--- config.mk ---
export PLATFORM = sky130hd
export DESIGN_NAME = crs_status
export DESIGN_NICKNAME = d
export VERILOG_FILES = /design/src/rtl/crs_status_pkg.sv /design/src/rtl/crs_status.sv
export VERILOG_INCLUDE_DIRS = /design/src /design/src/rtl
export SDC_FILE = /design/constraint.sdc
export NUM_CORES = 1
export LEC_CHECK = 0
export BUFFER_PORTS_ARGS = -buffer_cell sky130_fd_sc_hd__buf_2
export CORE_MARGIN = 3
export CORE_UTILIZATION = 30
export DETAILED_ROUTE_END_ITERATION = 6
export GPL_TIMING_DRIVEN = 0
export MAX_ROUTING_LAYER = met4
export PLACE_DENSITY = 0.57
export SLEW_MARGIN = 20
export SYNTH_ARGS = -nofsm -noshare
export SYNTH_HDL_FRONTEND = slang
export SYNTH_SLANG_ARGS = --single-unit
export TNS_END_PERCENT = 1
--- constraint.sdc ---
create_clock -name clock -period 2.35 [get_ports clock]
set_input_delay 0.235 -clock clock [delete_from_list [all_inputs] [get_ports clock]]
set_output_delay 0.235 -clock clock [all_outputs]
set_load 0.02 [all_outputs]
--- src/rtl/crs_status_cfg.svh ---
// constants of the command response and channel status registers
`ifndef CRS_STATUS_CFG_SVH
`define CRS_STATUS_CFG_SVH
`define CRS_ADDR_RESPONSE     8'h11
`define CRS_ADDR_IRQ_FLAGS    8'h12
`define CRS_BIT_RUNNING       7
`define CRS_BIT_SUSPENDED     6
`define CRS_BIT_IDLE          5
`define CRS_BIT_ERROR         4
`define CRS_TALLY_RESET       4'hF
`define CRS_TALLY_ZERO        4'h0
`define CRS_ERR_INVALID_CMD   4'h0
`define CRS_ERR_PARAM_RANGE   4'h1
`define CRS_ERR_SATURATION    4'h2
`define CRS_ERR_BUF_OVERFLOW  4'h3
`define CRS_RESULT_AREA_BYTES 6'h1A
`define CRS_CHANNELS          6
`endif

--- src/rtl/crs_status_pkg.sv ---
// types of the command response and channel status registers
package crs_status_pkg;
  typedef enum logic [1:0] {
    CRS_SEQ_RUNNING   = 2'b00,
    CRS_SEQ_SUSPENDED = 2'b01,
    CRS_SEQ_IDLE      = 2'b10
  } crs_seq_type;
  typedef enum logic [2:0] {
    CRS_EV_NONE      = 3'b000,
    CRS_EV_INVALID   = 3'b001,
    CRS_EV_PARAM     = 3'b010,
    CRS_EV_SATURATE  = 3'b011,
    CRS_EV_OVERFLOW  = 3'b100
  } crs_err_type;
endpackage : crs_status_pkg

--- src/rtl/crs_status.sv ---
// command response byte and per-channel done flags of the light sensor
`timescale 1ns/1ps
`include "crs_status_cfg.svh"

// How it works
// RULE1 - bits 7:5 of the response show sequencer running, suspended or idle.
// RULE2 - after reset show running; show idle once initialization is done.
// RULE3 - error flag clears on power-up, soft restart and tally clear command.
// RULE4 - error flag sets whenever a command is rejected, e.g. table overrun.
// RULE5 - with error set, low field holds code 0 to 3 for the cause.
// RULE6 - with error clear, tally increments on each accepted executed command.
// RULE7 - tally clear command sets the tally to zero.
// RULE8 - power-up and soft restart load the tally with all ones.
// RULE9 - burst output longer than the 26-byte result area raises overflow error.
// RULE10 - six done flags, one per channel, cleared by reading, reset to zero.
// RULE11 - done flag bits 7:6 read zero and ignore writes.
// RULE12 - tally clear command touches nothing else; the code also clears the error flag.
// RULE13 - a result is valid once its flag is set, until next measurement.
// RULE14 - host reads the response after each command to confirm the outcome.
module crs_status (
  input  wire logic                      clock,
  input  wire logic                      rst_n,
  input  wire logic                      softRestart,
  input  wire logic                      initDone,
  input  wire crs_status_pkg::crs_seq_type seqState,
  input  wire logic                      commandDone,
  input  wire logic                      tallyClearCommand,
  input  wire crs_status_pkg::crs_err_type commandError,
  input  wire logic                      burstEnable,
  input  wire logic [5:0]                outputBytes,
  input  wire logic                      burstCheck,
  input  wire logic [5:0]                channelDone,
  input  wire logic                      readStrobe,
  input  wire logic [7:0]                readAddr,
  output logic      [7:0]                readData,
  output logic      [7:0]                commandResponse,
  output logic      [7:0]                channelIrqFlags
);
  import crs_status_pkg::*;

  // ==========================================================
  // state
  logic        initFinished;
  logic        errorFlag;
  logic [3:0]  lowField;
  logic [5:0]  doneFlags;
  wire  [5:0]  next_doneFlags;

  wire         overflowHit = burstCheck && burstEnable &&
                             (outputBytes > `CRS_RESULT_AREA_BYTES); // see RULE9
  wire         rejectHit   = (commandError != CRS_EV_NONE) || overflowHit; // see RULE4
  wire         acceptHit   = commandDone && !tallyClearCommand && !rejectHit;
  wire         readIrq     = readStrobe && (readAddr == `CRS_ADDR_IRQ_FLAGS);
  wire [3:0]   errCode     = overflowHit                         ? `CRS_ERR_BUF_OVERFLOW :
                             (commandError == CRS_EV_INVALID)  ? `CRS_ERR_INVALID_CMD :
                             (commandError == CRS_EV_PARAM)    ? `CRS_ERR_PARAM_RANGE :
                             (commandError == CRS_EV_SATURATE) ? `CRS_ERR_SATURATION :
                                                                 `CRS_ERR_BUF_OVERFLOW; // see RULE5
  wire         showRunning   = !initFinished || (seqState == CRS_SEQ_RUNNING); // see RULE2
  wire         showSuspended = initFinished && (seqState == CRS_SEQ_SUSPENDED);
  wire         showIdle      = !showRunning && !showSuspended;
  wire [2:0]   seqBits       = {showRunning, showSuspended, showIdle};        // see RULE1

  // ==========================================================
  // sequencer report
  always_ff @(posedge clock or negedge rst_n) begin
    if (!rst_n) begin
      initFinished <= 1'b0;
    end else if (softRestart) begin
      initFinished <= 1'b0; // see RULE2
    end else if (initDone) begin
      initFinished <= 1'b1; // see RULE2
    end
  end

  // ==========================================================
  // error flag and tally
  always_ff @(posedge clock or negedge rst_n) begin
    if (!rst_n) begin
      errorFlag <= 1'b0;
      lowField  <= `CRS_TALLY_RESET;
    end else if (softRestart) begin
      errorFlag <= 1'b0;             // see RULE3
      lowField  <= `CRS_TALLY_RESET; // see RULE8
    end else if (tallyClearCommand) begin
      errorFlag <= 1'b0;             // see RULE3
      lowField  <= `CRS_TALLY_ZERO;  // see RULE7 see RULE12
    end else if (rejectHit) begin
      errorFlag <= 1'b1;
      lowField  <= errCode;          // see RULE5
    end else if (acceptHit && !errorFlag) begin
      lowField  <= lowField + 4'h1;  // see RULE6
    end
  end

  // ==========================================================
  // channel done flags, set wins over read clear
  genvar ch;
  generate
    for (ch = 0; ch < `CRS_CHANNELS; ch++) begin : gDone
      assign next_doneFlags[ch] = softRestart     ? 1'b0 :
                                  channelDone[ch] ? 1'b1 : // see RULE10 see RULE13
                                  readIrq         ? 1'b0 : // see RULE10
                                                    doneFlags[ch];
      done_wins_a: assert property (@(posedge clock) disable iff (!rst_n) // see RULE10
        channelDone[ch] && !softRestart
        |=> doneFlags[ch])
        else $error("done flag lost on a read");
      done_hold_a: assert property (@(posedge clock) disable iff (!rst_n) // see RULE13
        doneFlags[ch] && !readIrq && !softRestart
        |=> doneFlags[ch])
        else $error("done flag dropped early");
      done_idle_a: assert property (@(posedge clock) disable iff (!rst_n) // see RULE10
        !doneFlags[ch] && !channelDone[ch]
        |=> !doneFlags[ch])
        else $error("done flag set without a result");
    end
  endgenerate

  always_ff @(posedge clock or negedge rst_n) begin
    if (!rst_n) begin
      doneFlags <= 6'h00;
    end else begin
      doneFlags <= next_doneFlags;
    end
  end

  // ==========================================================
  // read port
  assign commandResponse = {seqBits, errorFlag, lowField};
  assign channelIrqFlags = {2'b00, doneFlags}; // see RULE11

  always_ff @(posedge clock or negedge rst_n) begin
    if (!rst_n) begin
      readData <= 8'h00;
    end else if (readStrobe) begin
      readData <= (readAddr == `CRS_ADDR_RESPONSE)  ? commandResponse :
                  (readAddr == `CRS_ADDR_IRQ_FLAGS) ? channelIrqFlags : 8'h00;
    end
  end

  // ==========================================================
  // checks
  tally_step_a: assert property (@(posedge clock) disable iff (!rst_n) // see RULE6
    acceptHit && !errorFlag && !softRestart |=> lowField == $past(lowField) + 4'h1)
    else $error("tally did not advance");
  tally_clear_a: assert property (@(posedge clock) disable iff (!rst_n) // see RULE7
    tallyClearCommand && !softRestart |=> lowField == 4'h0 && !errorFlag)
    else $error("tally clear failed");
  restart_load_a: assert property (@(posedge clock) disable iff (!rst_n) // see RULE8
    softRestart |=> lowField == 4'hF && !errorFlag && commandResponse[7])
    else $error("restart load failed");
  reject_set_a: assert property (@(posedge clock) disable iff (!rst_n) // see RULE4
    rejectHit && !softRestart && !tallyClearCommand |=> errorFlag)
    else $error("error flag not set");
  overflow_code_a: assert property (@(posedge clock) disable iff (!rst_n) // see RULE9
    overflowHit && !softRestart && !tallyClearCommand |=> lowField == 4'h3)
    else $error("overflow code wrong");
  error_hold_a: assert property (@(posedge clock) disable iff (!rst_n) // see RULE5
    errorFlag && !rejectHit && !softRestart && !tallyClearCommand |=> $stable(lowField))
    else $error("error code changed");
  done_set_a: assert property (@(posedge clock) disable iff (!rst_n) // see RULE10
    channelDone[0] && !softRestart |=> channelIrqFlags[0])
    else $error("done flag lost");
  read_clear_a: assert property (@(posedge clock) disable iff (!rst_n) // see RULE10
    readIrq && channelDone == 6'h00 |=> doneFlags == 6'h00)
    else $error("read did not clear");
  top_zero_a: assert property (@(posedge clock) disable iff (!rst_n) // see RULE11
    channelIrqFlags[7:6] == 2'b00)
    else $error("unused bits set");
  seq_onehot_a: assert property (@(posedge clock) disable iff (!rst_n) // see RULE1
    $onehot(commandResponse[7:5]))
    else $error("sequencer bits not one-hot");
  init_run_a: assert property (@(posedge clock) disable iff (!rst_n) // see RULE2
    !initFinished |-> commandResponse[7:5] == 3'b100)
    else $error("not running before init");

  // ==========================================================
  // sequencer bit checks
  idle_show_a: assert property (@(posedge clock) disable iff (!rst_n) // see RULE2
    initFinished && seqState == CRS_SEQ_IDLE
    |-> commandResponse[7:5] == 3'b001)
    else $error("idle not shown");

  suspend_show_a: assert property (@(posedge clock) disable iff (!rst_n) // see RULE1
    initFinished && seqState == CRS_SEQ_SUSPENDED
    |-> commandResponse[7:5] == 3'b010)
    else $error("suspended not shown");

  run_show_a: assert property (@(posedge clock) disable iff (!rst_n) // see RULE1
    initFinished && seqState == CRS_SEQ_RUNNING
    |-> commandResponse[7:5] == 3'b100)
    else $error("running not shown");

  init_take_a: assert property (@(posedge clock) disable iff (!rst_n) // see RULE2
    initDone && !softRestart
    |=> initFinished)
    else $error("init done not taken");

  restart_run_a: assert property (@(posedge clock) disable iff (!rst_n) // see RULE2
    softRestart
    |=> !initFinished && commandResponse[7:5] == 3'b100)
    else $error("restart did not show running");

  fresh_byte_a: assert property (@(posedge clock) disable iff (!rst_n) // see RULE8
    softRestart
    |=> commandResponse == 8'h8F)
    else $error("fresh restart byte wrong");

  // ==========================================================
  // error flag and code checks
  error_clear_a: assert property (@(posedge clock) disable iff (!rst_n) // see RULE3
    softRestart || tallyClearCommand
    |=> !errorFlag)
    else $error("error flag not cleared");

  error_sticky_a: assert property (@(posedge clock) disable iff (!rst_n) // see RULE4
    errorFlag && !softRestart && !tallyClearCommand
    |=> errorFlag)
    else $error("error flag dropped");

  error_cause_a: assert property (@(posedge clock) disable iff (!rst_n) // see RULE4
    !errorFlag && commandError == CRS_EV_NONE && !overflowHit
    |=> !errorFlag)
    else $error("error flag set without cause");

  code_invalid_a: assert property (@(posedge clock) disable iff (!rst_n) // see RULE5
    commandError == CRS_EV_INVALID && !overflowHit && !softRestart && !tallyClearCommand
    |=> errorFlag && lowField == 4'h0)
    else $error("invalid command code wrong");

  code_param_a: assert property (@(posedge clock) disable iff (!rst_n) // see RULE5
    commandError == CRS_EV_PARAM && !overflowHit && !softRestart && !tallyClearCommand
    |=> errorFlag && lowField == 4'h1)
    else $error("parameter range code wrong");

  code_saturate_a: assert property (@(posedge clock) disable iff (!rst_n) // see RULE5
    commandError == CRS_EV_SATURATE && !overflowHit && !softRestart && !tallyClearCommand
    |=> errorFlag && lowField == 4'h2)
    else $error("saturation code wrong");

  code_overflow_a: assert property (@(posedge clock) disable iff (!rst_n) // see RULE5
    commandError == CRS_EV_OVERFLOW && !softRestart && !tallyClearCommand
    |=> errorFlag && lowField == 4'h3)
    else $error("buffer overflow code wrong");

  // ==========================================================
  // tally checks
  tally_idle_a: assert property (@(posedge clock) disable iff (!rst_n) // see RULE6
    !commandDone && !rejectHit && !softRestart && !tallyClearCommand
    |=> $stable(lowField))
    else $error("tally moved without a command");

  tally_wrap_a: assert property (@(posedge clock) disable iff (!rst_n) // see RULE6
    acceptHit && !errorFlag && lowField == 4'hF && !softRestart
    |=> lowField == 4'h0)
    else $error("tally did not wrap");

  error_no_step_a: assert property (@(posedge clock) disable iff (!rst_n) // see RULE6
    acceptHit && errorFlag && !softRestart
    |=> errorFlag && $stable(lowField))
    else $error("tally advanced over an error");

  clear_init_a: assert property (@(posedge clock) disable iff (!rst_n) // see RULE12
    tallyClearCommand && !softRestart && !initDone
    |=> $stable(initFinished))
    else $error("tally clear touched init state");

  clear_flags_a: assert property (@(posedge clock) disable iff (!rst_n) // see RULE12
    tallyClearCommand && !softRestart && !readIrq && channelDone == 6'h00
    |=> $stable(doneFlags))
    else $error("tally clear touched done flags");

  // ==========================================================
  // burst overflow checks
  burst_off_a: assert property (@(posedge clock) disable iff (!rst_n) // see RULE9
    burstCheck && !burstEnable && commandError == CRS_EV_NONE && !errorFlag && !softRestart
    |=> !errorFlag)
    else $error("overflow raised without burst");

  burst_fit_a: assert property (@(posedge clock) disable iff (!rst_n) // see RULE9
    burstCheck && outputBytes <= 6'h1A && commandError == CRS_EV_NONE && !errorFlag
    && !softRestart |=> !errorFlag)
    else $error("overflow raised for a fitting output");

  // ==========================================================
  // read port checks
  read_resp_a: assert property (@(posedge clock) disable iff (!rst_n) // see RULE1
    readStrobe && readAddr == `CRS_ADDR_RESPONSE
    |=> readData == $past(commandResponse))
    else $error("response read wrong");

  read_flags_a: assert property (@(posedge clock) disable iff (!rst_n) // see RULE10
    readStrobe && readAddr == `CRS_ADDR_IRQ_FLAGS
    |=> readData == $past(channelIrqFlags))
    else $error("done flags read wrong");

  read_top_a: assert property (@(posedge clock) disable iff (!rst_n) // see RULE11
    readStrobe && readAddr == `CRS_ADDR_IRQ_FLAGS
    |=> readData[7:6] == 2'b00)
    else $error("unused flag bits read set");

  restart_flags_a: assert property (@(posedge clock) disable iff (!rst_n) // see RULE10
    softRestart
    |=> doneFlags == 6'h00)
    else $error("restart left done flags");
endmodule : crs_status

==> flow_summary.ini <==
[outcome]
outcome = finished, final reports clean

[yosys]
synth-seq-cells = 20
mappedNetlistArea_mm2 = 0.00101
yosys.cell_types.count = 33
postSynthAreaPerCell_um2 = 10.4
synth_seq_area_share_pct = 50.1
synth_cells = 97
ys.warnings.count = 0

[clock_network]
clkLatencyLatePin_ps = 290
worst_setup_hold_path_clk_slew_ps = 110
post_cts_resized = 0
tritoncts = done
post_cts_buffers = 0
number_of_h_tree_levels = 1
cts-buffers-inserted = 3
cell_at_the_root_of_the_clock_tree = clkbuf_4
clock_sink_count = 20
max-clock-path-buffers = 2
cts-hold-fix-buffers = 1

[drt]
route.detailed.vias_per_inst = 4.71
route.final.wire_length_mm = 2.43
detail-route-antenna-nets = 0
vias = 952
route.detailed.drc = 0
drt-pass1-iter-count = 4
post_drt_wl_per_cell_um = 12.0
drt_iter0_drc = 20

[place]
place_ws_ps = 896
placement.cell_area_mm2 = 0.00134
globalplace.congestion = 0.772
number_of_port_buffers = 55
dp.final_hpwl_mm = 1.91

[timing]
setup_violations = 0
final.setup.worst_slack_ps = 836
tightestPinTransition_ps = 519
max-slew-margin-rel_pct = 65.1
final_clock_period_utilization_by_the_worst_path_pct = 64.4
post-route-min-period_ps = 1510
setup_total_negative_slack_ps = 0
timing.fmax_mhz = 660
grt_setup_unrepaired = no
final.setup_skew_ps = 8.29
timing.final.max_slew_violations = 0
final_hold_vios = 0

[worst_setup_path]
worstPathBufferInverterCount = 1
path_class = reg2reg
worstSetupStartpoint = lowField[0]
crit_cells = 5
slowest_delay_ps = 600
r2r_setup_slack_ps = 840
crit_arrival_ps = 1710
crit_path_end = lowField[1]
worstPathMaxFanout = 5
required_ps = 2550
timing.critical_path.max_delay_family = flip-flops
cp_slowest_cell = dfstp_2
reg2regPathDepth = 5
regToRegStartpoint = lowField[0]
endpoint_kind = flop
timing.critical_path.mode_cell = a211oi_1
crit_chain = ha_1 > inv_1 > a211oi_1 > a2111oi_0 > a211oi_1
r2r_path_end = lowField[1]
cp-start-kind = flop

[final_layout]
num_antenna_cells = 0
area.growth.synth_to_final_pct = 36.7
post_route_cells_drive_above_1_share_pct = 46.2
stdcell_area_mm2 = 0.00138
layout.cells.most_common_list = buf_2 (55), dfrtp_1 (16), nor2_1 (11), a21oi_1 (8)
mostFrequentLayoutCell = buf_2
num-nets-final = 194

[global_routing]
via_count_of_the_first_global_routing_pass = 927
antenna_found_initial = 0
grt_overflow_total = 0
grt_first_pass_wirelength_mm = 4.04
grt_max_degree = 21
overall_track_demand_over_capacity_in_global_routing_pct = 12.7

[die]
rows = 20
dieArea_mm2 = 0.00409
floorplan.io_pins = 58
chipHeight_um = 64.0
initial_utilization_pct = 32.2
die_x_um = 64.0
placeableCoreArea_mm2 = 0.00313

[pwr]
vdd.ir_drop.worst_v = 0.000132
cellLeakagePower_nw = 0.770
power_density_cells_mw_per_mm2 = 491

[worst_hold_path]
min_path_type = in2reg

[run]
cap_viol_max_count = 0
-- metal layers --
metal / up-vias / part of all wire (%) / GRT usage [%]
met5: - / 0 / -
met1: 434 / 48 / 16.3
li1: 473 / - / -
met4: 0 / 0.16 / 3.23
met2: 43 / 44 / 20.3
met3: 2 / 8.1 / 2.81
-- synth_stat cells --
master	instances	area share (%)
nor2b_1	3	1.9
and3_2	1	0.74
nand3_1	1	0.50
o21ai_1	1	0.50
a22o_1	6	5.2
and4b_1	1	0.99
a21o_1	7	5.2
and2_1	1	0.62
a21oi_1	8	4.0
nand2_1	4	1.5
o21bai_1	1	0.74
ha_1	1	1.2
a31oi_1	1	0.62
buf_4	7	5.2
nor3_1	2	0.99
nor4b_4	1	2.4
xor2_1	1	0.87
nor2_1	11	4.1
dfstp_2	4	10
conb_1	1	0.37
a211oi_1	2	1.5
dfrtp_1	16	40
nor4_1	2	1.2
nand4_1	2	1.2
a2111oi_0	1	0.87
xnor2_1	2	1.7
nor3b_1	1	0.74
a22o_2	1	0.99
and2b_1	1	0.74
o21ai_0	2	0.99
a41o_2	1	1.1
clkbuf_1	1	0.37
inv_1	2	0.74
-- sequential cells by signal, summed over array words and instances, names as in the netlist --
| name | flops |
|---|---|
| readData | 8 |
| doneFlags | 6 |
| lowField | 4 |
| errorFlag | 1 |
| initFinished | 1 |
-- stage by stage --
stage	hold slack (ps)	utilization, %	total power, mW	instances
finish	111	44.1	0.677	202
global route	110	44.1	0.723	202
CTS	97.2	44.1	0.694	202
detailed placement	210	42.9	0.520	197
global placement	206	42.9	0.517	197
floorplan	-60.6	-	0.453	98
-- layout make-up --
class | count | area, um2
tap | 44 | 55.1
inverter | 2 | 7.51
clock buffer | 4 | 26.3
sequential | 20 | 505
fill | 328 | 1750
buffer | 8 | 56.3
timing repair buffer | 56 | 285
multi-input combinational | 68 | 443
-- kinds of logic (layout without fill, tap and decap cells) --
family / after synthesis / after routing / synth area share (%)
AOI/OAI and AO/OA: 31 / 31 / 21.7
buffers and inverters: 10 / 70 / 6.33
xor gates and xnor gates: 3 / 3 / 2.61
and+or+nand+nor: 31 / 31 / 17.6
adders and majority gates: 1 / 1 / 1.24
other: 1 / 2 / 0.372
DFF: 20 / 20 / 50.1
-- worst register-to-register path, delay by kind of cell, from the launching register on --
kind                       cells  cell delay, ps
AOI/OAI and AO/OA              3             530
DFF                            1             600
adders and majority gates      1             240
buffers and inverters          1              50
-- where the power goes --
| group | switching, mW | total (mW) | internal [mW] | leakage [nW] |
|---|---|---|---|---|
| logic | 0.0756 | 0.135 | 0.0597 | 0.500 |
| registers | 0.0147 | 0.377 | 0.363 | 0.254 |
| clock network | 0.0979 | 0.164 | 0.0660 | 0.0150 |
-- worst min-delay path by stage --
stage | to | from | slack, ps | depth (start not counted)
4_1_cts | errorFlag | tallyClearCommand | 100 | 2
5_1_grt | errorFlag | tallyClearCommand | 110 | 2
2_1_floorplan | doneFlags[0] | rst_n | -60 | 0
3_3_place_gp | readData[7] | rst_n | 210 | 1
6_report | errorFlag | tallyClearCommand | 110 | 2
3_5_place_dp | readData[7] | rst_n | 210 | 1
(Power assumes the default switching activity.)
